--- src/shared/shwc_pkg.sv ---
/*
 * shwc_pkg: constants, state type and timing counts for the start, hold and
 * wake control block.
 * assumes a 125 MHz core clock; all times are turned into cycle counts here.
 */
package shwc_pkg;
   // -------------------------------------------------------------------------
   // clock and timing
   // -------------------------------------------------------------------------
   localparam int CLK_PERIOD_PS    = 8000;   // 125 MHz
   localparam int DEBOUNCE_US      = 10;     // minimum low time on the start input
   localparam int DEBOUNCE_CYC     = (DEBOUNCE_US * 1000000 + CLK_PERIOD_PS - 1)
                                     / CLK_PERIOD_PS;
   localparam int RESET_DELAY_MS   = 16;     // reset release delay after start-up
   localparam int RESET_DELAY_CYC  = RESET_DELAY_MS * (1000000000 / CLK_PERIOD_PS);
   localparam int SEQ_TIME_US      = 100;    // modelled rail start-up time
   localparam int SEQ_CYC          = (SEQ_TIME_US * 1000000 + CLK_PERIOD_PS - 1)
                                     / CLK_PERIOD_PS;
   localparam int OFF_TIME_US      = 100;    // modelled rail turn-off time
   localparam int OFF_CYC          = (OFF_TIME_US * 1000000 + CLK_PERIOD_PS - 1)
                                     / CLK_PERIOD_PS;

   localparam int CNT_W            = 24;
   localparam logic [CNT_W-1:0] CNT_ZERO = 24'h00_0000;
   localparam logic [CNT_W-1:0] CNT_ONE  = 24'h00_0001;

   // -------------------------------------------------------------------------
   // sequencer states
   // -------------------------------------------------------------------------
   typedef enum logic [2:0] {
      SHWC_OFF,
      SHWC_RAMP,
      SHWC_RST_WAIT,
      SHWC_RUN,
      SHWC_RAMP_DOWN
   } shwc_state_e;
endpackage

--- src/rtl/shwc_start_hold_wake_control.sv ---
/*
 * shwc_start_hold_wake_control: debounces the start request, echoes it to the
 * host wake input, runs the start-up/turn-off sequence under power hold, and
 * drives system reset.
 * assumes inputs synchronous to clk; resetn is the undervoltage lockout.
 */
`timescale 1ns/100ps
// Notes on behaviour
// - turn-on from the start input starts only after start_request_n has been low longer than the debounce time.
// - start_echo_n is pulled low whenever start_request_n is seen low or the wake pulse is high, otherwise released.
// - only the automatic wake pulse may drive start_echo_n independently of the start input.
// - once start-up runs, power hold high validates it; an already high hold also counts.
// - if power hold is low at the end of start-up or during the reset delay, a turn-off begins instead.
// - with power hold high, a new start press causes no automatic action unless timeout fires.
// - a rising edge on power hold starts power-up even without a start press.
// - power hold driven low by the host powers the channels down.
// - a start input held low by a capacitor at supply-up restarts the device and echoes a wake.
// - a supply cycle in push-button systems with the host in backup does not restart alone.
// - an aborted start-up keeps system reset low throughout with no release glitch.
// - system reset is released a set delay (default 16 ms) after successful start-up.
module shwc_start_hold_wake_control
   import shwc_pkg::*;
#(
   parameter int RESET_DELAY = RESET_DELAY_CYC
)(
   input  wire logic clk,
   input  wire logic resetn,
   input  wire logic start_request_n,
   input  wire logic power_hold,
   input  wire logic auto_wake_pulse,
   input  wire logic longpress_timeout,
   output logic      start_echo_n_o,
   output logic      start_echo_n_oe,
   output logic      system_reset_out_n_o,
   output logic      system_reset_out_n_oe,
   output logic      rails_on
);
   // -------------------------------------------------------------------------
   // debounce and hold edge
   // -------------------------------------------------------------------------
   logic [CNT_W-1:0] deb_r, deb_nxt;
   logic             start_seen_r, start_seen_nxt;
   logic             hold_d_r;
   logic             press_ev;

   // counter restarts whenever the input returns high
   always_comb begin
      deb_nxt        = deb_r;
      start_seen_nxt = start_seen_r;
      if (start_request_n) begin
         deb_nxt        = CNT_ZERO;
         start_seen_nxt = 1'b0;
      end else if (deb_r != DEBOUNCE_CYC[CNT_W-1:0]) begin
         deb_nxt = deb_r + CNT_ONE;
      end else begin
         start_seen_nxt = 1'b1;
      end
   end
   // one-cycle event when the debounced press becomes valid
   assign press_ev = start_seen_nxt && !start_seen_r;

   always_ff @(posedge clk or negedge resetn) begin
      if (!resetn) begin
         deb_r        <= CNT_ZERO;
         start_seen_r <= 1'b0;
         hold_d_r     <= 1'b1;   // no false rising edge right after lockout
      end else begin
         deb_r        <= deb_nxt;
         start_seen_r <= start_seen_nxt;
         hold_d_r     <= power_hold;
      end
   end

   // -------------------------------------------------------------------------
   // sequencer
   // -------------------------------------------------------------------------
   shwc_state_e      st_r, st_nxt;
   logic [CNT_W-1:0] tmr_r, tmr_nxt;
   logic             hold_rise;
   assign hold_rise = power_hold && !hold_d_r;

   always_comb begin
      st_nxt  = st_r;
      tmr_nxt = tmr_r + CNT_ONE;
      case (st_r)
         SHWC_OFF: begin
            tmr_nxt = CNT_ZERO;
            // a capacitor-held low after supply-up also counts as a press
            if (press_ev || hold_rise) begin
               st_nxt = SHWC_RAMP;
            end
         end
         SHWC_RAMP: begin
            if (tmr_r == SEQ_CYC[CNT_W-1:0]) begin
               tmr_nxt = CNT_ZERO;
               st_nxt  = power_hold ? SHWC_RST_WAIT : SHWC_RAMP_DOWN;
            end
         end
         SHWC_RST_WAIT: begin
            if (!power_hold) begin
               tmr_nxt = CNT_ZERO;
               st_nxt  = SHWC_RAMP_DOWN;
            end else if (tmr_r == RESET_DELAY[CNT_W-1:0]) begin
               st_nxt = SHWC_RUN;
            end
         end
         SHWC_RUN: begin
            tmr_nxt = CNT_ZERO;
            // presses are ignored here; only hold low or the long-press timeout acts
            if (!power_hold || longpress_timeout) begin
               st_nxt = SHWC_RAMP_DOWN;
            end
         end
         SHWC_RAMP_DOWN: begin
            if (tmr_r == OFF_CYC[CNT_W-1:0]) begin
               tmr_nxt = CNT_ZERO;
               st_nxt  = SHWC_OFF;
            end
         end
         default: begin
            st_nxt  = SHWC_OFF;
            tmr_nxt = CNT_ZERO;
         end
      endcase
   end

   always_ff @(posedge clk or negedge resetn) begin
      if (!resetn) begin
         st_r  <= SHWC_OFF;
         tmr_r <= CNT_ZERO;
      end else begin
         st_r  <= st_nxt;
         tmr_r <= tmr_nxt;
      end
   end

   // -------------------------------------------------------------------------
   // outputs: enables and rails registered, pin levels tied low
   // -------------------------------------------------------------------------
   logic echo_oe_r, echo_oe_nxt;
   logic rst_rel_r, rst_rel_nxt;
   logic rails_r,   rails_nxt;

   always_comb begin
      // echo follows the raw input, except during the wake pulse
      echo_oe_nxt = auto_wake_pulse ? 1'b1 : !start_request_n;
      rst_rel_nxt = (st_nxt == SHWC_RUN);
      rails_nxt   = (st_nxt == SHWC_RAMP) || (st_nxt == SHWC_RST_WAIT)
                    || (st_nxt == SHWC_RUN);
   end

   always_ff @(posedge clk or negedge resetn) begin
      if (!resetn) begin
         echo_oe_r <= 1'b0;
         rst_rel_r <= 1'b0;
         rails_r   <= 1'b0;
      end else begin
         echo_oe_r <= echo_oe_nxt;
         rst_rel_r <= rst_rel_nxt;
         rails_r   <= rails_nxt;
      end
   end

   assign start_echo_n_o        = 1'b0;                      // open drain: only pulls low
   assign start_echo_n_oe       = echo_oe_r;
   assign system_reset_out_n_o  = 1'b0;
   assign system_reset_out_n_oe = !rst_rel_r;                // held low unless running
   assign rails_on              = rails_r;

   // -------------------------------------------------------------------------
   // checks
   // -------------------------------------------------------------------------
   // echo path
   a_echo_follows_in: assert property (@(posedge clk) disable iff (!resetn)
      !auto_wake_pulse |=> (start_echo_n_oe == !$past(start_request_n)))
      else $error("echo does not follow start input");
   a_wake_pulse_drives: assert property (@(posedge clk) disable iff (!resetn)
      auto_wake_pulse |=> start_echo_n_oe)
      else $error("wake pulse did not pull echo low");
   // debounce and start causes
   a_debounce_restart: assert property (@(posedge clk) disable iff (!resetn)
      start_request_n |=> deb_r == CNT_ZERO)
      else $error("debounce count not restarted by a high input");
   a_no_early_start: assert property (@(posedge clk) disable iff (!resetn)
      (st_r == SHWC_OFF && st_nxt == SHWC_RAMP)
      |-> ((!start_request_n && deb_r == DEBOUNCE_CYC[CNT_W-1:0]) || hold_rise))
      else $error("start-up without debounced press or hold rise");
   a_off_stays: assert property (@(posedge clk) disable iff (!resetn)
      (st_r == SHWC_OFF && !hold_rise
       && !(!start_request_n && deb_r == DEBOUNCE_CYC[CNT_W-1:0])) |=> st_r == SHWC_OFF)
      else $error("left off state without a start cause");
   a_hold_rise_starts: assert property (@(posedge clk) disable iff (!resetn)
      (st_r == SHWC_OFF && hold_rise) |=> st_r == SHWC_RAMP)
      else $error("hold rising edge did not start power-up");
   // end of start-up and system reset
   a_abort_no_hold: assert property (@(posedge clk) disable iff (!resetn)
      (st_r == SHWC_RAMP && tmr_r == SEQ_CYC[CNT_W-1:0] && !power_hold)
      |=> st_r == SHWC_RAMP_DOWN ##1 system_reset_out_n_oe)
      else $error("no turn-off with hold low at end of start-up");
   a_wait_hold_low: assert property (@(posedge clk) disable iff (!resetn)
      (st_r == SHWC_RST_WAIT && !power_hold)
      |=> (st_r == SHWC_RAMP_DOWN && system_reset_out_n_oe))
      else $error("hold low during reset wait did not turn off");
   a_reset_held_up: assert property (@(posedge clk) disable iff (!resetn)
      (st_r == SHWC_RAMP || st_r == SHWC_RST_WAIT) |-> system_reset_out_n_oe)
      else $error("reset released before start-up completed");
   a_reset_no_glitch: assert property (@(posedge clk) disable iff (!resetn)
      (st_r == SHWC_RAMP_DOWN) |-> system_reset_out_n_oe)
      else $error("reset released during turn-off");
   a_reset_release: assert property (@(posedge clk) disable iff (!resetn)
      $rose(st_r == SHWC_RUN) |-> !system_reset_out_n_oe)
      else $error("reset not released on run");
   // run and turn-off
   a_hold_low_off: assert property (@(posedge clk) disable iff (!resetn)
      (st_r == SHWC_RUN && !power_hold) |=> st_r == SHWC_RAMP_DOWN ##1 !rails_on)
      else $error("hold low did not power down");
   a_rails_off_idle: assert property (@(posedge clk) disable iff (!resetn)
      (st_r == SHWC_OFF || st_r == SHWC_RAMP_DOWN) |-> !rails_on)
      else $error("rails on while off or ramping down");
   a_press_ignored: assert property (@(posedge clk) disable iff (!resetn)
      (st_r == SHWC_RUN && power_hold && !longpress_timeout) |=> st_r == SHWC_RUN)
      else $error("press in run caused action");
   a_timeout_shuts: assert property (@(posedge clk) disable iff (!resetn)
      (st_r == SHWC_RUN && longpress_timeout) |=> st_r == SHWC_RAMP_DOWN)
      else $error("long-press timeout did not turn off");
endmodule

--- config.mk ---
export PLATFORM = sky130hd
export DESIGN_NAME = shwc_start_hold_wake_control
export DESIGN_NICKNAME = d
export VERILOG_FILES = /design/src/shared/shwc_pkg.sv /design/src/rtl/shwc_start_hold_wake_control.sv
export SDC_FILE = /design/constraint.sdc
export NUM_CORES = 1
export LEC_CHECK = 0
export BUFFER_PORTS_ARGS = -buffer_cell sky130_fd_sc_hd__buf_4
export CAP_MARGIN = 5
export CORE_ASPECT_RATIO = 1.1
export CORE_MARGIN = 3
export CORE_UTILIZATION = 61
export DETAILED_ROUTE_END_ITERATION = 6
export PLACE_DENSITY_LB_ADDON = 0.15
export SYNTH_ARGS = -nofsm -noshare
export SYNTH_HDL_FRONTEND = slang
export SYNTH_SLANG_ARGS = --single-unit
export TNS_END_PERCENT = 10
--- constraint.sdc ---
create_clock -name clk -period 1.8 [get_ports clk]
set_input_delay 0.27 -clock clk [delete_from_list [all_inputs] [get_ports clk]]
set_output_delay 0.27 -clock clk [all_outputs]
set_load 0.02 [all_outputs]
## Word level (Yosys, flattened, before mapping)

Cells that the tools add are included.

| storage, ports and cells | value |
|---|---|
| register bits after elaboration | 56 |
| bits in latches | 0 |
| bits in writable memories | 0 |
| memory bits (read-only) | 0 |
| bits of input ports | 6 |
| output and inout bits | 5 |
| word-level logic and storage cells | 50 |
| memories | 0 |

| operators by class | value |
|---|---|
| add/sub/neg operators | 2 |
| multipliers | 0 |
| div/mod/pow operators | 0 |
| magnitude comparators | 0 |
| equal/unequal tests | 10 |
| shifts and indexed selects | 0 |
| multiplexer cells | 16 |
| bitwise operators | 0 |
| reductions and logical operators | 14 |

Operators by type and width:

| cell | count |
|---|---|
| $mux 24 | 4 |
| $add 24x1->24 const B | 2 |
| $pmux 24 s2 | 1 |
| $eq 24x14->1 const B | 1 |
| $eq 24x21->1 const B | 1 |
| $ne 24x11->1 const B | 1 |
| $mux 3 | 7 |
| $pmux 3 s5 | 1 |
| $eq 3x2->1 const B | 4 |
| $eq 3x1->1 const B | 2 |
| $logic_not 1->1 | 5 |
| $logic_or 1x1->1 | 4 |
| $eq 3x3->1 const B | 1 |
| $logic_not 3->1 | 1 |
| $mux 1 | 3 |
| $logic_and 1x1->1 | 2 |
| $reduce_bool 2->1 | 1 |
| $reduce_or 2->1 | 1 |

## Longest topological paths before layout

| depth | value |
|---|---|
| depth after elaboration | 10 |
| depth in mapped cells | 8 |
| depth with buffers taken out | 7 |

## Worst setup path before layout

No wires, ideal clock.

| timing path | value |
|---|---|
| kind | register to register |
| start | register deb_r[0] |
| end | register deb_r[1] |
| library setup time | 134 ps |
| arrival | 1491 ps |
| data required time | 1666 ps |
| path slack | 175 ps |
| stages on the path, launching flop included | 8 |
| path buffers | 0 |
| clock period less this slack | 1625 ps |
| cells stage by stage | dfrtp_1 > inv_1 > ha_1 > nand4bb_1 > or4_4 > nor2_4 > or2_2 > a21oi_1 |

| on the way | value |
|---|---|
| longest elaborated chain between the ends | 3 |
| elaborated cells between the ends (all ways) | 5 |
| classes of those cells | add/sub: 1; eq/ne: 1; mux: 2; reduce/logical: 1 |

RTL lines:

| item | line | source |
|---|---|---|
| from (decl) | shwc_start_hold_wake_control.sv:41 | `logic [CNT_W-1:0] deb_r, deb_nxt;` |
| from (signal assigned) | shwc_start_hold_wake_control.sv:68 | `deb_r <= deb_nxt;` |
| $add 24x1->24 | shwc_start_hold_wake_control.sv:54 | `deb_nxt = deb_r + CNT_ONE;` |
| $mux 24 | shwc_start_hold_wake_control.sv:53 | `end else if (deb_r != DEBOUNCE_CYC[CNT_W-1:0]) begin` |
| $mux 24 | shwc_start_hold_wake_control.sv:50 | `if (start_request_n) begin` |

Parallel ways exist; a longest one is shown, timed or not. The select of a mux whose other input is x is not followed.
A chain may end at the register's enable or synchronous reset.

## Worst setup path after layout

| timing path | value |
|---|---|
| start | register tmr_r[1] |
| end | register tmr_r[3] |

| on the way | value |
|---|---|
| longest elaborated chain between the ends | 3 |
| elaborated cells between the ends (all ways) | 5 |
| classes of those cells | add/sub: 1; eq/ne: 1; mux: 3 |

RTL lines:

| item | line | source |
|---|---|---|
| from (decl) | shwc_start_hold_wake_control.sv:78 | `logic [CNT_W-1:0] tmr_r, tmr_nxt;` |
| from (signal assigned) | shwc_start_hold_wake_control.sv:133 | `tmr_r <= tmr_nxt;` |
| $add 24x1->24 / $eq 24x14->1 (equally long branches) | shwc_start_hold_wake_control.sv:84, shwc_start_hold_wake_control.sv:94, shwc_start_hold_wake_control.sv:115 |  |
| $mux 24 (on tied branches) | shwc_start_hold_wake_control.sv:94, shwc_start_hold_wake_control.sv:115, shwc_start_hold_wake_control.sv:100 |  |
| $pmux 24 s2 * | shwc_start_hold_wake_control.sv:85 | `case (st_r)` |
| net tmr_nxt[3] | shwc_start_hold_wake_control.sv:78 |  |

Mark *: on every way through the listed nets, which the timed path passes. The rest lies on a longest branch.

==> results by group <==
STA
  – Fmax: roughly 560 MHz
  – RSZ-0062 raised after global routing: true
  – Minimum clock period: around 1.8 ns
  – Slew margin rel.: 55.01%
  – Tcrit/Tclk final: 98.50%
  – Hold Violations, Final: 0
  – Worst Max-Slew Pin Slew: around 0.67 ns
  – Setup Skew: between 0.006 and 0.007 ns
  – Final Max Tran Viols: 0
  – Final setup viols: 0

Clock network
  – CTS tree: built
  – Clk root buf: clkbuf_8
  – Clock sink count: 56
  – Total CTS buffers: 5
  – Clock Tree Buf Depth: 2
  – H-tree depth: 2
  – Worst skew pair latency: ~0.30 ns
  – Clk pin slew, worst setup/hold paths: roughly 0.09 ns
  – Post-CTS setup buffers: 0

Worst setup path
  – Crit path DAT: around 2.0 ns
  – Crit. End Element: flop
  – Worst reg-to-reg path cell count: 8
  – Critical path peak fanout: 24
  – Crit start category: flop
  – Critical path type: flop to flop
  – CP Data Required Time: a little under 2 ns

Floorplan
  – Ports: 11
  – DIE AREA: between 0.005 and 0.006 sq mm
  – Die Y: 78.99 um
  – Row cnt: 25
  – Initial Util: between 60% and 70%
  – Core area: approximately 0.0045 sq mm
  – Die X: 72.35 um

Final layout
  – Most common cell after layout, fill and taps aside: nor2_1
  – Fill count: 333
  – Layout net count: 328
  – Post-layout util: 72.11%
  – N_diodes: 0
  – Commonest cells after routing, fill and taps aside: nor2_1 (58), dfrtp_1 (55), xor2_1 (25), nand2_1 (23)
  – Post-Layout Inst Area: between 0.003 and 0.004 sq mm
  – Fraction of final layout cells sized beyond drive strength 1: 13.79%
  – P&R area growth vs syn: 9.191%

Pwr
  – Combinational fraction of design power: between 20% and 30%
  – Worst IR Drop VDD: approximately 580 uV
  – Switch Pwr: around 0.00077 W
  – Cell leakage power: around 1.4 nW
  – Clk network pwr share: roughly a quarter
  – Int Pwr: 0.001869 W
  – Net Sw Frac: between 20% and 30%
  – Reg power frac: between 50% and 60%
  – Power per cell area: about 820 mW/mm^2

Placed design
  – Input/output buffers: 8
  – Dpl hpwl: between 3 and 4 mm
  – RD Place Congestion: around 0.84
  – Cell Area, Placed: about 0.0031 sq mm

Logic synthesis
  – Async SR Flop Fraction: 100.0%
  – Syn Std Cell Area: roughly 0.0030 sq mm
  – Count of flip-flops with a built-in enable after synthesis: 0
  – Ys flop type: dfrtp_1
  – Mapped Cells: approximately 300
  – FF+latch count, synth: between 50 and 60
  – Sequential share of the synthesized area: a little under half
  – Synth unique cells: 44
  – Syn avg cell area: between 9 and 10 sq um
  – Synth warn: 0

GRT
  – Largest net degree at the start of global routing: between 50 and 60
  – Gr usage total: a little over a fifth
  – Vias in the first global route: about 2200
  – First-pass GRT wire length: 9.494 mm
  – Initial antenna violation count: 0
  – Global route overflow: 0

Run
  – Max Cap Viol: 0

Run status
  – Status: finished clean

Drt
  – Initial DRT Pass Iterations: 4
  – WL final: 5.283 mm
  – Number of vias in the routed layout: between 2000 and 2500
  – Post-route ant nets: 0
  – Wire length per cell: ~14 um
  – # DRC: 0
  – Initial DRC Count: 175
  – Vias/cell: ~5.7

Hold path
  – Min-Delay Path Class: primary input to async pin
-- state kept, by name, summed over array words and instances, names as in the netlist --
signal / cells
deb_r: 24
hold_d_r: 1
rails_on: 1
rst_rel_r: 1
st_r: 3
start_echo_n_oe: 1
start_seen_r: 1
tmr_r: 24
-- cells by family (layout without fill, tap and decap cells) --
logic type | Yosys count | after routing | synth area share, %
compound gates | 14 | 14 | 3.516
xor+xnor | 43 | 43 | 12.75
fa+ha+maj | 4 | 4 | 1.694
buf+inv | 25 | 40 | 3.854
flops | 56 | 56 | 47.48
other cells | 1 | 2 | 0.1269
simple gates | 160 | 160 | 30.58
-- power by group through the flow --
stage | Sequential [W] | Clock, W | Combinational [W]
5_1_grt | 0.00144 | 0.000754 | 0.000594
3_5_place_dp | 0.00145 | 0 | 0.000523
4_1_cts | 0.00143 | 0.000704 | 0.000528
3_3_place_gp | 0.00145 | 0 | 0.000514
6_report | 0.00143 | 0.000679 | 0.000527
2_1_floorplan | 0.00144 | 0 | 0.000353
-- metal layers --
| layer | global-route usage [%] | vias to the layer above | share of wire, % |
|---|---|---|---|
| li1 | - | 1057 | - |
| met1 | 26.10 | 1028 | 46 |
| met2 | 36.89 | 22 | 50 |
| met3 | 3.418 | 7 | 2.6 |
| met4 | 6.391 | 0 | 1.2 |
| met5 | 0 | - | 0 |
-- cells in the mapped netlist, drive strengths merged (2+ instances only) --
cell | number | share of area, %
nor4 | 8 | 2.5
buf | 7 | 1.6
dfrtp | 55 | 47
nand4 | 14 | 4.2
nor4b | 3 | 0.89
nor3 | 9 | 2.3
xor2 | 25 | 7.4
nor2b | 2 | 0.42
nand2b | 2 | 0.42
a32oi | 2 | 0.59
inv | 13 | 1.7
and4 | 5 | 1.6
and4bb | 2 | 0.85
a21oi | 5 | 0.85
ha | 4 | 1.7
nand2 | 23 | 2.9
clkbuf | 5 | 0.64
o21ai | 2 | 0.34
nor2 | 59 | 7.8
nand3 | 19 | 3.4
or3 | 3 | 0.64
xnor2 | 18 | 5.3
and3 | 6 | 1.3
-- final timing paths --
kind / endpoint / slack, ns / start
setup / recovery: tmr_r[3] / 0.03 / tmr_r[1]
hold / removal: rst_rel_r / 0.005 / resetn
setup reg to reg: tmr_r[3] / 0.03 / tmr_r[1]
hold reg to reg: start_seen_r / 0.53 / start_seen_r
max in group asynchronous: tmr_r[5] / 1.35 / resetn
min in group clk: hold_d_r / 0.08 / power_hold
-- stage by stage --
| step | std cells | hold slack [ns] | setup TNS (ns) | total power (W) | worst slack (ns) |
|---|---|---|---|---|---|
| 2_1_floorplan | 304 | -0.02559 | 0 | 0.001789 | 0.1751 |
| 3_3_place_gp | 365 | 0.3598 | -0.2610 | 0.001961 | -0.01271 |
| 3_5_place_dp | 365 | 0.3597 | -0.09680 | 0.001975 | -0.01287 |
| 4_1_cts | 373 | 0.02823 | 0 | 0.002661 | 0.01537 |
| 5_1_grt | 373 | 0.05384 | -1.991 | 0.002790 | -0.09107 |
| 6_report | 373 | 0.005219 | 0 | 0.002634 | 0.02694 |
-- what timing repair did --
action | CTS | global route
hold buffers | 0 | 0
pin swaps | 0 | 2
setup endpoints to repair | 26 | 30
gates resized for setup | 1 | 3
-- worst max-delay path: stages, from the launching register on --
cell      delay [ns]
dfrtp_1         0.40
inv_1           0.06
ha_1            0.13
and4bb_1        0.23
nand3_2         0.13
nand3b_1        0.27
a22oi_4         0.19
buf_12          0.18
nor2_1          0.06
-- final cells by class --
class                      count  area (sq um)  share of cell area, %
multi-input combinational    223          1461                  45.31
sequential                    56          1403                  43.48
timing repair buffer          19         155.1                  4.810
clock buffer                   8         90.09                  2.793
tap                           54         67.56                  2.095
inverter                      13         48.80                  1.513
Note: power is estimated with default switching activity, not from simulation.
